===== src/inc/flash_cfg_pkg.sv =====
// constants for the flash boot and read configuration block
// assumes a 10 MHz system clock and an oversampled serial link
package flash_cfg_pkg;

  // ==========================================================
  // timing
  localparam int CLK_MHZ = 10;
  localparam int QUICK_BOOT_US = 100;
  localparam int FULL_POR_US = 500;
  // longest time, rounded down, kept strictly below the bound
  localparam int QUICK_CYC = QUICK_BOOT_US * CLK_MHZ - 1;
  localparam int FULL_POR_CYC = FULL_POR_US * CLK_MHZ;

  // ==========================================================
  // persistent configuration word layout
  localparam int NV_DUM_LSB = 12;
  localparam int NV_XIP_LSB = 9;
  localparam int NV_QUICK_BIT = 5;
  localparam int NV_HOLD_BIT = 4;
  localparam int NV_QUAD_BIT = 3;
  localparam int NV_DUAL_BIT = 2;
  localparam logic [2:0] NV_XIP_OFF = 3'h7;

  // ==========================================================
  // volatile read configuration layout
  localparam int VCR_DUM_LSB = 4;
  localparam int VCR_XIP_BIT = 3;
  localparam int VCR_RSV_W = 3;
  localparam logic [7:0] VCR_RESET = 8'hf8;
  localparam logic [3:0] DUMMY_CODE_LO = 4'h0;
  localparam logic [3:0] DUMMY_CODE_HI = 4'hf;
  localparam logic [3:0] DUMMY_DEFAULT = 4'hf;

  // ==========================================================
  // status bytes
  localparam int ST_BUSY_BIT = 0;
  localparam int ST_LATCH_BIT = 1;
  localparam int FL_READY_BIT = 7;

  // ==========================================================
  // link framing
  localparam int ADDR_BITS = 24;
  localparam logic [4:0] BYTE_BITS = 5'h08;
  localparam logic [4:0] ADDR_CNT = 5'h18;
  localparam logic [5:0] SYNC_RESET = 6'h10;

  // ==========================================================
  // instruction codes (values arbitrary)
  localparam logic [7:0] OP_WRITE_LATCH_SET = 8'h16;
  localparam logic [7:0] OP_VCR_WRITE = 8'h21;
  localparam logic [7:0] OP_VCR_READ = 8'h22;
  localparam logic [7:0] OP_STATUS_READ = 8'h31;
  localparam logic [7:0] OP_FLAG_READ = 8'h32;
  localparam logic [7:0] OP_SINGLE_FAST = 8'h41;
  localparam logic [7:0] OP_DUAL_OUT = 8'h42;
  localparam logic [7:0] OP_DUAL_IO = 8'h43;
  localparam logic [7:0] OP_QUAD_OUT = 8'h44;
  localparam logic [7:0] OP_QUAD_IO = 8'h45;
  localparam logic [7:0] OP_OTP_READ = 8'h46;

  typedef enum logic [1:0] {PROTO_SINGLE, PROTO_DUAL, PROTO_QUAD} proto_t;

endpackage


===== src/design/link_sync.sv =====
// two-stage synchroniser for link pins
// assumes inputs asynchronous to clk; reset is synchronous
`timescale 1ns/1ps
`default_nettype none

module link_sync #(
  parameter int W = 1,
  parameter logic [W-1:0] RV = '0
) (
  // clock and reset
  input wire logic clk,
  input wire logic rst_n,
  // pins in, synchronised out
  input wire logic [W-1:0] din,
  output logic [W-1:0] dout
);

  // ==========================================================
  // stages
  logic [W-1:0] meta_reg;
  logic [W-1:0] meta_next;
  logic [W-1:0] out_reg;
  logic [W-1:0] out_next;

  // first stage feeds only the second
  always_comb
  begin
    meta_next = din;
    out_next = meta_reg;
  end

  // registers take a constant under reset
  always_ff @(posedge clk)
  begin
    if (!rst_n)
    begin
      meta_reg <= RV;
      out_reg <= RV;
    end
    else
    begin
      meta_reg <= meta_next;
      out_reg <= out_next;
    end
  end

  assign dout = out_reg;

endmodule
`default_nettype wire


===== src/design/flash_cfg_core.sv =====
// boot options and volatile read configuration of a serial flash
// assumes persistentCfg is stable and on clk; the link pins are not
//
// Contract
// [RULE1] quick boot: reads accepted before 100us
// [RULE2] first latch-set then starts full power-on phase
// [RULE3] second phase: only status polls accepted
// [RULE4] default: 500us power-on, no later latency
// [RULE5] cleared hold bit ignores line-three hold
// [RULE6] quad bit zero: four-line protocol at power-on
// [RULE7] dual bit zero: two-line protocol at power-on
// [RULE8] both zero: four-line protocol wins
// [RULE9] volatile write replaces dummy and direct settings
// [RULE10] dummy codes 0 and 15 mean default
// [RULE11] dummy count applies to all fast reads
// [RULE12] bit three zero arms direct-address mode
// [RULE13] direct-address frames carry no instruction byte
// [RULE14] host picks enough dummy clocks for speed
// [RULE15] reserved low bits written and read zero
// [RULE16] power-on reloads volatile word from persistent
`timescale 1ns/1ps
`default_nettype none

module flash_cfg_core #(
  parameter int POR_CYC = flash_cfg_pkg::FULL_POR_CYC
) (
  // clock and power-on reset
  input wire logic clk,
  input wire logic rst_n,
  // persistent configuration word
  input wire logic [15:0] persistentCfg,
  // serial link pins
  input wire logic linkClk,
  input wire logic selN,
  input wire logic [3:0] ioIn,
  output logic io1Out,
  output logic io1OeN,
  // configuration state
  output flash_cfg_pkg::proto_t proto,
  output logic holdEnable,
  output logic [3:0] dummyClocks,
  output logic directArmed,
  output logic directActive,
  // power-on state
  output logic readReady,
  output logic modifyReady,
  output logic powerPhase2,
  // read start towards the array
  output logic readGo,
  output logic [23:0] readAddr,
  output logic cmdReject
);

  // ==========================================================
  // pin synchronisers
  logic [5:0] syncOut;
  logic sclkS;
  logic selS;
  logic [3:0] ioS;

  link_sync #(.W(6), .RV(flash_cfg_pkg::SYNC_RESET)) pinSync (
    .clk(clk),
    .rst_n(rst_n),
    .din({linkClk, selN, ioIn}),
    .dout(syncOut)
  );

  assign {sclkS, selS, ioS} = syncOut;

  // ==========================================================
  // link edge detection
  logic sclkPrev_reg;
  logic selPrev_reg;
  logic rise;
  logic fall;
  logic selFall;
  logic holdOn;

  always_ff @(posedge clk)
  begin
    if (!rst_n)
    begin
      sclkPrev_reg <= 1'b0;
      selPrev_reg <= 1'b1;
    end
    else
    begin
      sclkPrev_reg <= sclkS;
      selPrev_reg <= selS;
    end
  end

  // hold freezes the frame; quad mode uses line three for data
  assign holdOn = holdEnable && proto != flash_cfg_pkg::PROTO_QUAD && !ioS[3]; // [RULE5]
  assign rise = sclkS && !sclkPrev_reg && !holdOn;
  assign fall = !sclkS && sclkPrev_reg && !holdOn;
  assign selFall = !selS && selPrev_reg;

  // ==========================================================
  // power-on sequencing
  typedef enum logic [2:0] {B_LOAD, B_WAIT, B_QUICK, B_PHASE2, B_READY} boot_t;
  boot_t boot_reg;
  boot_t boot_next;
  logic [15:0] porCnt_reg;
  logic [15:0] porCnt_next;
  flash_cfg_pkg::proto_t proto_reg;
  flash_cfg_pkg::proto_t proto_next;
  logic hold_reg;
  logic hold_next;
  logic quick_reg;
  logic quick_next;
  logic wlsStart_reg;

  // options latch once per power-on, so changes need a new power-up
  always_comb
  begin
    boot_next = boot_reg;
    porCnt_next = porCnt_reg + 16'h0001;
    proto_next = proto_reg;
    hold_next = hold_reg;
    quick_next = quick_reg;
    unique case (boot_reg)
      B_LOAD:
      begin
        quick_next = !persistentCfg[flash_cfg_pkg::NV_QUICK_BIT];
        hold_next = persistentCfg[flash_cfg_pkg::NV_HOLD_BIT]; // [RULE5]
        if (!persistentCfg[flash_cfg_pkg::NV_QUAD_BIT])
          proto_next = flash_cfg_pkg::PROTO_QUAD; // [RULE6] [RULE8]
        else if (!persistentCfg[flash_cfg_pkg::NV_DUAL_BIT])
          proto_next = flash_cfg_pkg::PROTO_DUAL; // [RULE7]
        else
          proto_next = flash_cfg_pkg::PROTO_SINGLE;
        // the load cycle is the first counted cycle of power-on
        porCnt_next = 16'h0001;
        boot_next = B_WAIT;
      end
      B_WAIT:
      begin
        if (quick_reg && porCnt_reg == 16'(flash_cfg_pkg::QUICK_CYC - 1))
          boot_next = B_QUICK; // [RULE1]
        else if (!quick_reg && porCnt_reg == 16'(POR_CYC - 1))
          boot_next = B_READY; // [RULE4]
      end
      B_QUICK:
      begin
        porCnt_next = 16'h0000;
        if (wlsStart_reg)
          boot_next = B_PHASE2; // [RULE2]
      end
      B_PHASE2:
      begin
        if (porCnt_reg == 16'(POR_CYC - 1))
          boot_next = B_READY;
      end
      B_READY:
      begin
        porCnt_next = porCnt_reg;
      end
    endcase
  end

  always_ff @(posedge clk)
  begin
    if (!rst_n)
    begin
      boot_reg <= B_LOAD;
      porCnt_reg <= 16'h0000;
      proto_reg <= flash_cfg_pkg::PROTO_SINGLE;
      hold_reg <= 1'b1;
      quick_reg <= 1'b0;
    end
    else
    begin
      boot_reg <= boot_next;
      porCnt_reg <= porCnt_next;
      proto_reg <= proto_next;
      hold_reg <= hold_next;
      quick_reg <= quick_next;
    end
  end

  assign proto = proto_reg;
  assign holdEnable = hold_reg;
  assign readReady = boot_reg == B_QUICK || boot_reg == B_READY;
  assign modifyReady = boot_reg == B_READY;
  assign powerPhase2 = boot_reg == B_PHASE2;

  // ==========================================================
  // frame decoding and volatile configuration
  typedef enum logic [2:0] {F_IDLE, F_CMD, F_ADDR, F_DUMMY, F_DATA, F_WRITE, F_OUT, F_SKIP}
    frame_t;
  frame_t st_reg;
  frame_t st_next;
  logic [23:0] shift_reg;
  logic [23:0] shift_next;
  logic [4:0] bitCnt_reg;
  logic [4:0] bitCnt_next;
  logic [3:0] dumCnt_reg;
  logic [3:0] dumCnt_next;
  logic [7:0] outByte_reg;
  logic [7:0] outByte_next;
  logic outBit_reg;
  logic outBit_next;
  logic [7:0] vcr_reg;
  logic [7:0] vcr_next;
  logic latch_reg;
  logic latch_next;
  logic direct_reg;
  logic direct_next;
  logic [23:0] addr_reg;
  logic [23:0] addr_next;
  logic readGo_reg;
  logic readGo_next;
  logic reject_reg;
  logic reject_next;
  logic wlsStart_next;
  logic [23:0] shIn;
  logic [4:0] step;
  logic [4:0] bitInc;
  logic [7:0] cmd;
  logic isPoll;
  logic isFast;
  logic [7:0] statusByte;
  logic [7:0] flagByte;

  // lines per link clock follow the power-on protocol
  always_comb
  begin
    unique case (proto_reg)
      flash_cfg_pkg::PROTO_QUAD:
      begin
        step = 5'h04;
        shIn = {shift_reg[19:0], ioS};
      end
      flash_cfg_pkg::PROTO_DUAL:
      begin
        step = 5'h02;
        shIn = {shift_reg[21:0], ioS[1:0]};
      end
      default:
      begin
        step = 5'h01;
        shIn = {shift_reg[22:0], ioS[0]};
      end
    endcase
  end

  assign bitInc = bitCnt_reg + step;
  assign cmd = shIn[7:0];
  assign isPoll = cmd == flash_cfg_pkg::OP_STATUS_READ || cmd == flash_cfg_pkg::OP_FLAG_READ;
  // one dummy count serves every fast read and the otp read
  assign isFast = cmd inside {flash_cfg_pkg::OP_SINGLE_FAST, flash_cfg_pkg::OP_DUAL_OUT,
    flash_cfg_pkg::OP_DUAL_IO, flash_cfg_pkg::OP_QUAD_OUT, flash_cfg_pkg::OP_QUAD_IO,
    flash_cfg_pkg::OP_OTP_READ}; // [RULE11]

  // status bytes for polling
  always_comb
  begin
    statusByte = 8'h00;
    statusByte[flash_cfg_pkg::ST_BUSY_BIT] = powerPhase2;
    statusByte[flash_cfg_pkg::ST_LATCH_BIT] = latch_reg;
    flagByte = 8'h00;
    flagByte[flash_cfg_pkg::FL_READY_BIT] = modifyReady;
  end

  // next frame state
  always_comb
  begin
    st_next = st_reg;
    shift_next = shift_reg;
    bitCnt_next = bitCnt_reg;
    dumCnt_next = dumCnt_reg;
    outByte_next = outByte_reg;
    outBit_next = outBit_reg;
    vcr_next = vcr_reg;
    latch_next = latch_reg;
    direct_next = direct_reg;
    addr_next = addr_reg;
    readGo_next = 1'b0;
    reject_next = 1'b0;
    wlsStart_next = 1'b0;
    if (boot_reg == B_LOAD)
    begin
      // earlier volatile writes are lost at every power-on
      vcr_next = {persistentCfg[flash_cfg_pkg::NV_DUM_LSB +: 4],
        persistentCfg[flash_cfg_pkg::NV_XIP_LSB +: 3] == flash_cfg_pkg::NV_XIP_OFF,
        3'h0}; // [RULE16]
      latch_next = 1'b0;
      direct_next = 1'b0;
    end
    if (selS)
    begin
      st_next = F_IDLE;
      outBit_next = 1'b0;
    end
    else if (selFall)
    begin
      st_next = direct_reg ? F_ADDR : F_CMD; // [RULE13]
      bitCnt_next = 5'h00;
      shift_next = 24'h000000;
    end
    else if (rise)
    begin
      unique case (st_reg)
        F_CMD:
        begin
          shift_next = shIn;
          bitCnt_next = bitInc;
          if (bitInc >= flash_cfg_pkg::BYTE_BITS)
          begin
            bitCnt_next = 5'h00;
            st_next = F_SKIP;
            if (!readReady && !powerPhase2)
              reject_next = 1'b1;
            else if (isPoll)
            begin
              // polls stay open during the second phase
              st_next = F_OUT; // [RULE3]
              outByte_next = cmd == flash_cfg_pkg::OP_FLAG_READ ? flagByte : statusByte;
            end
            else if (powerPhase2)
              reject_next = 1'b1; // [RULE3]
            else if (isFast)
              st_next = F_ADDR;
            else if (cmd == flash_cfg_pkg::OP_WRITE_LATCH_SET)
            begin
              latch_next = 1'b1;
              wlsStart_next = boot_reg == B_QUICK; // [RULE2] [RULE4]
            end
            else if (cmd == flash_cfg_pkg::OP_VCR_WRITE)
            begin
              if (modifyReady && latch_reg)
                st_next = F_WRITE;
              else
                reject_next = 1'b1;
            end
            else if (cmd == flash_cfg_pkg::OP_VCR_READ)
            begin
              st_next = F_OUT;
              outByte_next = vcr_reg;
            end
          end
        end
        F_ADDR:
        begin
          shift_next = shIn;
          bitCnt_next = bitInc;
          if (bitInc >= flash_cfg_pkg::ADDR_CNT)
          begin
            addr_next = shIn;
            dumCnt_next = 4'h0;
            st_next = F_DUMMY;
          end
        end
        F_DUMMY:
        begin
          // line zero on the first dummy clock enters, keeps or leaves direct mode
          if (dumCnt_reg == 4'h0)
            direct_next = directArmed && !ioS[0]; // [RULE12]
          dumCnt_next = dumCnt_reg + 4'h1;
          if (dumCnt_next == dummyClocks)
          begin
            st_next = F_DATA; // [RULE11]
            readGo_next = 1'b1;
          end
        end
        F_WRITE:
        begin
          shift_next = shIn;
          bitCnt_next = bitInc;
          if (bitInc >= flash_cfg_pkg::BYTE_BITS)
          begin
            vcr_next = {shIn[7:flash_cfg_pkg::VCR_RSV_W], 3'h0}; // [RULE9] [RULE15]
            latch_next = 1'b0;
            st_next = F_SKIP;
          end
        end
        default:
        begin
        end
      endcase
    end
    else if (fall && st_reg == F_OUT)
    begin
      // byte repeats, so a poll may run for many bytes
      outBit_next = outByte_reg[7];
      outByte_next = {outByte_reg[6:0], outByte_reg[7]};
    end
  end

  always_ff @(posedge clk)
  begin
    if (!rst_n)
    begin
      st_reg <= F_IDLE;
      shift_reg <= 24'h000000;
      bitCnt_reg <= 5'h00;
      dumCnt_reg <= 4'h0;
      outByte_reg <= 8'h00;
      outBit_reg <= 1'b0;
      vcr_reg <= flash_cfg_pkg::VCR_RESET;
      latch_reg <= 1'b0;
      direct_reg <= 1'b0;
      addr_reg <= 24'h000000;
      readGo_reg <= 1'b0;
      reject_reg <= 1'b0;
      wlsStart_reg <= 1'b0;
    end
    else
    begin
      st_reg <= st_next;
      shift_reg <= shift_next;
      bitCnt_reg <= bitCnt_next;
      dumCnt_reg <= dumCnt_next;
      outByte_reg <= outByte_next;
      outBit_reg <= outBit_next;
      vcr_reg <= vcr_next;
      latch_reg <= latch_next;
      direct_reg <= direct_next;
      addr_reg <= addr_next;
      readGo_reg <= readGo_next;
      reject_reg <= reject_next;
      wlsStart_reg <= wlsStart_next;
    end
  end

  // codes 0 and 15 fall back to the full-speed count
  assign dummyClocks = (vcr_reg[7:4] == flash_cfg_pkg::DUMMY_CODE_LO ||
    vcr_reg[7:4] == flash_cfg_pkg::DUMMY_CODE_HI) ? flash_cfg_pkg::DUMMY_DEFAULT
    : vcr_reg[7:4]; // [RULE10]
  assign directArmed = !vcr_reg[flash_cfg_pkg::VCR_XIP_BIT]; // [RULE12]
  assign directActive = direct_reg;
  assign readGo = readGo_reg;
  assign readAddr = addr_reg;
  assign cmdReject = reject_reg;
  assign io1Out = outBit_reg;
  assign io1OeN = st_reg != F_OUT;

  // ==========================================================
  // checks
  chk_quad_priority: assert property (@(posedge clk) disable iff (!rst_n) // [RULE8]
    $past(boot_reg) == B_LOAD && boot_reg == B_WAIT
    && !$past(persistentCfg[flash_cfg_pkg::NV_QUAD_BIT])
    |-> proto == flash_cfg_pkg::PROTO_QUAD)
    else $error("quad bit low did not select four lines");
  chk_dual_select: assert property (@(posedge clk) disable iff (!rst_n) // [RULE7]
    $past(boot_reg) == B_LOAD && boot_reg == B_WAIT
    && $past(persistentCfg[flash_cfg_pkg::NV_QUAD_BIT])
    && !$past(persistentCfg[flash_cfg_pkg::NV_DUAL_BIT]) |-> proto == flash_cfg_pkg::PROTO_DUAL)
    else $error("dual bit low did not select two lines");
  chk_vcr_reload: assert property (@(posedge clk) disable iff (!rst_n) // [RULE16]
    $past(boot_reg) == B_LOAD && boot_reg == B_WAIT
    |-> vcr_reg[7:4] == $past(persistentCfg[15:12]))
    else $error("volatile dummy not reloaded at power-on");
  chk_reserved_zero: assert property (@(posedge clk) disable iff (!rst_n) // [RULE15]
    vcr_reg[2:0] == 3'h0)
    else $error("reserved volatile bits not zero");
  chk_quick_ready: assert property (@(posedge clk) disable iff (!rst_n) // [RULE1]
    boot_reg == B_WAIT && quick_reg |-> ##[0:1000] readReady)
    else $error("quick boot too slow");
  chk_phase2_start: assert property (@(posedge clk) disable iff (!rst_n) // [RULE2]
    wlsStart_reg |=> powerPhase2 [*8])
    else $error("latch set did not start second phase");
  chk_phase2_reject: assert property (@(posedge clk) disable iff (!rst_n) // [RULE3]
    rise && st_reg == F_CMD && powerPhase2 && bitInc >= flash_cfg_pkg::BYTE_BITS && !isPoll
    |=> cmdReject && st_reg == F_SKIP)
    else $error("instruction accepted during second phase");
  chk_no_early_read: assert property (@(posedge clk) disable iff (!rst_n) // [RULE11]
    readGo |-> $past(readReady) && $past(st_reg) == F_DUMMY)
    else $error("read started outside a ready dummy phase");
  chk_hold_gate: assert property (@(posedge clk) disable iff (!rst_n) // [RULE5]
    holdOn && !selS && !selFall |=> $stable(bitCnt_reg) && $stable(shift_reg))
    else $error("link clock counted while held");

endmodule
`default_nettype wire


===== config.mk =====
export PLATFORM = sky130hd
export DESIGN_NAME = flash_cfg_core
export DESIGN_NICKNAME = d
export VERILOG_FILES = /design/src/inc/flash_cfg_pkg.sv /design/src/design/link_sync.sv /design/src/design/flash_cfg_core.sv
export SDC_FILE = /design/constraint.sdc
export NUM_CORES = 1
export LEC_CHECK = 0
export ABC_AREA = 0
export BUFFER_PORTS_ARGS = -buffer_cell sky130_fd_sc_hd__buf_2
export CAP_MARGIN = 5
export CORE_MARGIN = 4
export CORE_UTILIZATION = 45
export CTS_BUF_LIST = sky130_fd_sc_hd__clkbuf_8
export DETAILED_ROUTE_END_ITERATION = 8
export GPL_TIMING_DRIVEN = 0
export PLACE_DENSITY_LB_ADDON = 0.12
export SLEW_MARGIN = 25
export SYNTH_ARGS = -nofsm -noshare
export SYNTH_HDL_FRONTEND = slang
export SYNTH_SLANG_ARGS = --single-unit

===== constraint.sdc =====
create_clock -name clk -period 6.7 [get_ports clk]
set_input_delay 0.335 -clock clk [delete_from_list [all_inputs] [get_ports clk]]
set_output_delay 0.335 -clock clk [all_outputs]
set_load 0.005 [all_outputs]

Word level (Yosys, flattened, before mapping):

Index checks and enable logic that the tools add are counted.

* add/sub/neg operators: 3
* $lt $le $gt $ge: 2
* eq/ne operators: 45
* multiplexer cells: 80
* bitwise gates (word level): 8
* reductions and logical operators: 52

Operators by type and width (count)
* two-way mux 8 bit: 18
* two-way mux 23 bit: 3
* == test 8 x 7 -> 1 bit (second input constant): 6
* two-way mux 3 bit: 16
* case mux 16 bit (3 select lines): 1
* case mux 24 bit (2 select lines): 1
* == test 8 x 6 -> 1 bit (second input constant): 4
* two-way mux 1 bit: 27
* != test 3 bit (second input constant): 9
* case mux 3 bit (4 select lines): 2
* adder 16 x 1 -> 16 bit (second input constant): 1
* == test 16 x 10 -> 1 bit (second input constant): 1
* == test 16 x 13 -> 1 bit (second input constant): 1
* two-way mux 5 bit: 3
* logical AND 1 bit: 13
* == test 3 x 2 -> 1 bit (second input constant): 4
* == test 3 bit (second input constant): 4
* zero test 1 bit: 11
* AND reduction 11 bit: 1
* OR reduction 11 bit: 1
* case mux 5 bit (2 select lines): 1
* AND reduction 5 bit: 2
* AND reduction 3 bit: 3
* == test 8 x 5 -> 1 bit (second input constant): 1
* 33 further kinds: 56

* flip-flop bits (word level): 118
* bits of input ports: 24
* output and inout bits: 40
* word-level logic and storage cells: 212

Depth between registers and ports, before layout:

Gate-level depths: netlist of run 1.

* depth after elaboration: 14
* mapped depth: 15
* depth with buffers taken out: 12

Hierarchy:

A second synthesis of run 1 with hierarchy kept.

* cells, all modules: 728
* area, all modules: 6023.3 um^2

By module, submodules not included
* flash_cfg_core: instances 1, cells each 703, area each 5689.2 um^2, seq. area each 2122.0 um^2
* link_sync: instances 1, cells each 25, area each 334.1 um^2, seq. area each 240.2 um^2

Least setup slack after synthesis of run 1:

No wires, ideal clock.

* path type: flip-flop to flip-flop
* start point: reg proto_reg[1] (netlist: proto[1])
* end point: reg outByte_reg[0]
* library setup time: 0.119 ns
* data arrival time: 2.925 ns
* data required time: 6.581 ns
* path slack: 3.655 ns
* cell stages (with the launch flop): 16
* path buffers: 4
* clock period less this slack: 3.045 ns
* cells stage by stage: dfxtp_1 inv_1 ha_1 buf_6 buf_6 clkbuf_1 inv_1 fa_1 nor2b_1 o21ai_1 xor2_1 a2111oi_2 o221ai_2 buf_2 nand3_1 o21ai_1

* cells in the longest elaborated chain, start to end: 9
* elaborated cells between the ends (all ways): 42
* those cells by class: 1 x add/sub; 1 x order compare; 22 x eq/ne; 8 x mux; 10 x reduce/logical

Ends and longest elaborated chain
* start: declaration: RTL line flash_cfg_core.sv:106 `flash_cfg_pkg::proto_t proto_reg;`
* start signal: assignment: RTL line flash_cfg_core.sv:168 `proto_reg <= flash_cfg_pkg::PROTO_SINGLE;`
* start signal: assignment: RTL line flash_cfg_core.sv:176 `proto_reg <= proto_next;`
* parallel branches: the longest is 9 deep, another holds adder 5 bit
* end signal: assignment: RTL line flash_cfg_core.sv:415 `outByte_reg <= outByte_next;`
* end: declaration: RTL line flash_cfg_core.sv:200 `logic [7:0] outByte_reg;`

Several ways; the timed one is not identified. The select of a mux whose other input is x is not followed.
A chain may end at the register's enable or synchronous reset.

Final worst setup path of run 1:

Same ends and word-level chain as after synthesis.

==> results of run 1 <==
-- cell usage after synthesis (9+ instances only) --
master    count  area [um^2]
a21boi_1     21          158
inv_1        25         93.8
nand3_1      25          125
o21ai_0      38          190
buf_2        12         60.1
nand4_1      11         68.8
and3_1       10         62.6
a21oi_1      23          115
nand2_1     128          480
a22oi_1      42          315
nand2b_1     12         75.1
dfxtp_1     118         2360
o21ai_1       9         45.0
xor2_1       11         96.3
clkbuf_1     29          109
and2_1       19          119
nor2_1       54          203
nor2b_1      39          244
ha_1         10          125
-- worst paths after layout --
kind / endpoint / slack [ns] / depth (start not counted)
setup reg to reg: outByte_reg[0] / 3.06 / 15
hold / removal: pinSync.meta_reg[4] / 0.08 / 2
hold reg to reg: pinSync.dout[4] / 0.42 / 1
setup / recovery: outByte_reg[0] / 3.06 / 15
-- logic make-up after synthesis --
group / after synthesis / synth area share (%)
buf+inv: 74 / 5.64
xor+xnor: 20 / 3.08
mux: 2 / 0.327
fa+ha+maj: 11 / 2.37
simple gates: 337 / 27.5
flops: 118 / 38.6
compound gates: 192 / 22.5
-- worst max-delay path: stages, from the launching register on --
cell and delay [ns]:
dfxtp_1 0.36, inv_1 0.07, ha_1 0.19, buf_6 0.16, buf_6 0.15, clkbuf_1 0.35
inv_1 0.11, fa_1 0.45, nor2b_1 0.16, o21ai_1 0.12, xor2_1 0.20, a2111oi_2 0.52
o221ai_2 0.26, buf_2 0.25, nand3_1 0.09, o21ai_1 0.07
-- report_power, final --
part | total, mW | switching, mW | internal (mW)
clock | 0.595 | 0.280 | 0.314
combinational | 0.112 | 0.0700 | 0.0419
sequential | 0.718 | 0.00832 | 0.710
total | 1.42 | 0.359 | 1.07
-- area by class of cell --
class | count | area, um^2
Timing Repair Buffer | 57 | 285
Clock inverter | 12 | 88.8
Inverter | 25 | 93.8
Multi-Input combinational cell | 562 | 3420
Tap cell | 176 | 220
Fill cell | 1292 | 6300
Clock buffer | 20 | 275
Buffer | 49 | 251
Sequential cell | 118 | 2360
-- routing by layer --
layer  track usage, %  wire, um  up-vias
met4             8.38       323        0
met1             29.2      7710     2649
met5                0         0        -
li1                 -         -     2792
met2             33.7      7330      165
met3             4.16       878       25
-- per-stage QoR --
step / util [%] / total power, mW / std cells / area [um^2] / setup WS [ns]
after detailed placement: 49.9 / 0.844 / 987 / 6630 / 3.11
final: 52.6 / 1.42 / 1019 / 7000 / 3.06
after global routing: 52.6 / 1.48 / 1019 / 7000 / 2.77
after global placement: 49.9 / 0.842 / 987 / 6630 / 3.16
after CTS: 52.6 / 1.44 / 1019 / 7000 / 3.08
after floorplan: - / 0.807 / 754 / 6130 / 3.66
==> metrics.md, run 1 <==
| Metric | Value |
|---|---|
| Maximum clock frequency | ~0.27 GHz |
| Area grow syn2layout | 14.2% |
| First DRT Iteration DRCs | 353 |
| DR pass1 iterations | 6 |
| CP Launch Type | flop |
| Post-CTS Setup Bufs | 0 |
| Post-synthesis sequential area ratio | between 30% and 40% |
| Critical Path End Type | flop |
| Die ar. | 15500 um^2 |
| Post-synthesis cell area | 6130 um^2 |
| Peak VDD IR | 0.135 mV |
| Max reg flops | 24 |
| Overall Global Routing Usage | ~21% |
| Worst-path clk slew | 0.06 ns |
| CTS root buffer | clkbuf_8 |
| Die Width | 125 um |
| Via count | 5631 |
| Grt total ovfl | 0 |
| Max-slew violations | 0 |
| Nets@finish | 865 |
| Max Cap Viol | 0 |
| Placer Congestion | 0.937 |
| Initial Utilization | a little under half |
| Vias in the first global route | 5467 |
| Post-synth EDFFs | 0 |
| PD cells | 204 nW/um^2 |
| PostCTS Resize Cnt | 0 |
| Hold WC Path Type | primary input to flop |
| Pin slew with the least headroom to its limit | 0.658 ns |
| Status | completed |
| Final period utilization | a little over half |
| Slew margin rel. | a little under three fifths |
| Share of layout cells above drive strength 1 | 15.3% |
| CTS Buf Count | 17 |
| Port buffer count | 57 |
| CTS tree | built |
| H-tree depth | 4 |
| Setup_tns | 0 ns |
| Drc violations | 0 |
| Post-DRT Antenna Nets | 0 |
| First-pass GRT wire length | 27400 um |
| Cts hold-fix bufs | 0 |
| Clk_lat worst skew | 0.44 ns |
| Chip height | 125 um |
| WL final | 16200 um |
| Syn avg cell area | 8.12 um^2 |
| Clock skew | 0.0109 ns |
| Crit path DAT | 3.97 ns |
| R2R Path Start | proto[1] |
| I/O pin total | 64 |
| N_diodes | 0 |
| Final-report hold violation count | 0 |
| Hold_sp | selN |
| Antenna violations before repair | 0 |
| RSZ-0062 raised after global routing | no |
| Largest net degree at the start of global routing | 17 |
| Yosys warning total | 0 |
| Lkg Pwr | 2.58 nW |
| Min cycle time layout | 3.64 ns |
| Critical path startpoint | proto[1] |
| Clock tree buffer depth | 2 |
| Post-detail-place hpwl | 12200 um |
| Most frequent cells in the layout | 128 x nand2_1, 118 x dfxtp_1, 69 x buf_2 |
| Async SR Flop Fraction | 0% |
| Final setup viols | 0 |
| Worst-path maximum fanout | 10 |
| Post-Syn Instances | between 700 and 800 |
| Most common cell after layout, fill and taps aside | nand2_1 |
| Worst Path Required | 7.03 ns |
| Synth cell types | 74 |
| Type of the worst setup path | flop to flop |
| Syn Nets | 789 |
| Number of vias per cell | roughly 5.5 |
| Main synth FF type | dfxtp_1 |
| Wire per inst | 15.9 um |
| Sink Count | 118 |
| Core area | 13300 um^2 |
| Site Rows | 42 |
| Post-synthesis register bit count | 118 |
| Worst hold margin | slightly below 0.08 ns |
Note: power is estimated with default switching activity, not from simulation.
==> inputs of run 2 (changes only) <==
==> constraint.sdc (replaced) <==
create_clock -name clk -period 3.45 [get_ports clk]
set_input_delay 0.1725 -clock clk [delete_from_list [all_inputs] [get_ports clk]]
set_output_delay 0.1725 -clock clk [all_outputs]
set_load 0.005 [all_outputs]
==> run 2 against run 1 <==
  * Die area is the same
  * Flip-flop and latch count unchanged
  * Core utilization rose by 0.81 points
  * Via count grew 0.62%
  * Sequential power grew 94%
  * Fmax is 15% higher
  * Clock skew about the same
  * Routed wire length rose by 0.31%
  * Clock power rose by 93%
  * Critical path type unchanged
  * Largest power group unchanged
==> metrics.md, run 2 (same netlist as run 1, synthesis figures left out) <==
| Metric | Value |
|---|---|
| Status | completed (unchanged) |
| Final setup viols | 0 (unchanged) |
| Top Metal Used | met4 (unchanged) |
| Hold EP | proto[0] (was pinSync.meta_reg[4]) |
| Hold WC Path Type | primary input to flop (unchanged) |
| First-pass GRT wire length | 27500 um (was 27400 um) |
| First DRT Iteration DRCs | 389 (was 353) |
| Metal2 WL | 7350 um (was 7330 um) |
| Placer Congestion | 0.937 (unchanged) |
| DR WL met3 | 883 um (was 878 um) |
| Vias in the first global route | 5516 (was 5467) |
| Setup_tns | 0 ns (unchanged) |
| Max Cap Viol | 0 (unchanged) |
| Worst Path Buf+Inv | 2 (was 6) |
| Max reg flops | 24 (unchanged) |
| Worst-path clk slew | 0.06 ns (about the same) |
| Via count | 5666 (was 5631) |
| Final period utilization | 91.9% (was 54.3%) |
| Most common cell after layout, fill and taps aside | nand2_1 (unchanged) |
| Site Rows | 42 (unchanged) |
| Crit-path cells | inv_1 -> ha_1 -> ha_1 -> inv_1 -> fa_1 -> nor2b_1 -> o21ai_1 -> xor2_2 -> a21oi_1 -> nor2_1 -> nor4_2 -> a2111oi_1 (was inv_1 -> ha_1 -> buf_6 -> buf_6 -> clkbuf_1 -> inv_1 -> fa_1 -> nor2b_1 -> o21ai_1 -> xor2_1 -> a2111oi_2 -> o221ai_2 -> buf_2 -> nand3_1 -> o21ai_1) |
| Type of the worst setup path | flop to flop (unchanged) |
| DR pass1 iterations | 5 (was 6) |
| Most frequent cells in the layout | 128 x nand2_1, 118 x dfxtp_1, 69 x buf_2 (unchanged) |
| Pin slew with the least headroom to its limit | 0.648 ns (was 0.658 ns) |
| Worst Path Required | 3.77 ns (was 7.03 ns) |
| Share of layout cells above drive strength 1 | 15.4% (was 15.3%) |
| WL final | 16300 um (was 16200 um) |
| Post-Route M1 WL | 7740 um (was 7710 um) |
| Slew margin rel. | 56.6% (was 55.9%) |
| CTS root buffer | clkbuf_8 (unchanged) |
| Chip height | 125 um (unchanged) |
| CP Launch Type | flop (unchanged) |
| Initial Utilization | 46.1% (unchanged) |
| Fin util | 53.4% (was 52.6%) |
| Crit-path slowest cell | fa_1 (was a2111oi_2) |
| Worst Hold Depth | 3 (was 2) |
| Maximum clock frequency | 0.315 GHz (was 0.275 GHz) |
| R2R Path Start | proto[0] (was proto[1]) |
| Clock tree buffer depth | 2 (unchanged) |
| Reg-to-reg endpoint | st_reg[0] (was outByte_reg[0]) |
| DP Area | 6630 um^2 (unchanged) |
| Worst Setup Slack, final | 0.278 ns (was 3.06 ns) |
| Wire per inst | 15.9 um (about the same) |
| Nets@finish | 873 (was 865) |
| Biggest cell delay along the critical path | 0.41 ns (was 0.52 ns) |
| Clk_lat worst skew | 0.44 ns (about the same) |
| Die ar. | 15500 um^2 (unchanged) |
| I/O pin total | 64 (unchanged) |
| Post-DRT Antenna Nets | 0 (unchanged) |
| PD cells | 390 nW/um^2 (was 204 nW/um^2) |
| Max-slew violations | 0 (unchanged) |
| Largest net degree at the start of global routing | 20 (was 17) |
| Worst-path maximum fanout | 5 (was 10) |
| Port buffer count | 57 (unchanged) |
| Drc violations | 0 (unchanged) |
| Antenna violations before repair | 0 (unchanged) |
| H-tree depth | 4 (unchanged) |
| Sink Count | 118 (unchanged) |
| Final-report hold violation count | 0 (unchanged) |
| R2r setup slk | 0.28 ns (was 3.06 ns) |
| Overall Global Routing Usage | 21.6% (was 21.5%) |
| Grt total ovfl | 0 (unchanged) |
| Crit path DAT | 3.49 ns (was 3.97 ns) |
| Min cycle time layout | 3.17 ns (was 3.64 ns) |
| Post-CTS Setup Bufs | 0 (unchanged) |
| CP delay by family, top | adder cells (was buffers and inverters) |
| Critical Path End Type | flop (unchanged) |
| N_diodes | 0 (unchanged) |
| Hold_sp | persistentCfg[2] (was selN) |
| Design area | 7100 um^2 (was 7000 um^2) |
| Lkg Pwr | 2.62 nW (was 2.58 nW) |
| R2R cell count | 12 (was 15) |
| Die Width | 125 um (unchanged) |
| Dpl ws | -0.139 ns (was 3.11 ns) |
| Number of vias per cell | 5.52 (was 5.53) |
| CTS tree | built (unchanged) |
| CTS Buf Count | 17 (unchanged) |
| Clock skew | 0.0107 ns (was 0.0109 ns) |
| Area grow syn2layout | 16.0% (was 14.2%) |
| Core area | 13300 um^2 (unchanged) |
| Post-detail-place hpwl | 12200 um (unchanged) |
| Peak VDD IR | 0.270 mV (was 0.135 mV) |
[run 2: cell types whose count changed in the layout (fill, tap and decap cells not counted), sizes merged]
cell / before / now
dlygate4sd3: 0 / 9
clkbuf: 49 / 48
[run 2: cell type report]
| type | instances | area (um^2) |
|---|---|---|
| inverters | 25 | 93.8 |
| plain buffers | 48 | 249 |
| flip-flops and latches | 118 | 2360 |
| fillers | 1278 | 6190 |
| well taps | 176 | 220 |
| clock buffers | 20 | 275 |
| repair buffers | 66 | 375 |
| clock inverters | 12 | 88.8 |
| multi-input cells | 562 | 3440 |
[run 2: worst max path at each step]
stage | startpoint | to | cells past startpoint
floorplan | proto[1] | outByte_reg[0] | 15
global placement | proto[1] | outByte_reg[0] | 15
detailed placement | proto[1] | outByte_reg[6] | 15
CTS | proto[0] | outByte_reg[6] | 13
global route | proto[0] | st_reg[0] | 12
finish | proto[0] | st_reg[0] | 12
[run 2: per-layer routing]
metal | vias up | global-route usage [%]
li1 | 2810 | -
met1 | 2667 | 29.3
met2 | 163 | 33.9
met3 | 26 | 4.03
met4 | 0 | 8.38
met5 | - | 0
[run 2: timing repair]
| action | 4_1_cts | 5_1_grt |
|---|---|---|
| hold buffers | 9 | 0 |
| pin swaps | 0 | 2 |
| endpoints found under the hold margin | 9 | 0 |
| setup endpoints to repair | 24 | 10 |
| resized for setup | 0 | 4 |
[run 2: worst min-delay path, cell delays in order]
cell and delay [ns]:
buf_2 0.08, nand3b_1 0.09, a21boi_0 0.07
[run 2: power breakdown]
| part | leakage, nW | switching (mW) | internal, mW |
|---|---|---|---|
| clock network | 0.199 | 0.539 | 0.610 |
| registers | 0.956 | 0.0161 | 1.38 |
| logic | 1.46 | 0.137 | 0.0878 |
| total | 2.62 | 0.692 | 2.08 |
[run 2: metrics by stage]
step | cells | power [mW] | hold slack, ns
after floorplan | 754 | 1.57 | 0.274
after global placement | 987 | 1.64 | 0.358
after detailed placement | 987 | 1.64 | 0.365
after CTS | 1027 | 2.80 | 0.000141
after global routing | 1027 | 2.89 | 0.0203
final | 1027 | 2.77 | 0.0315
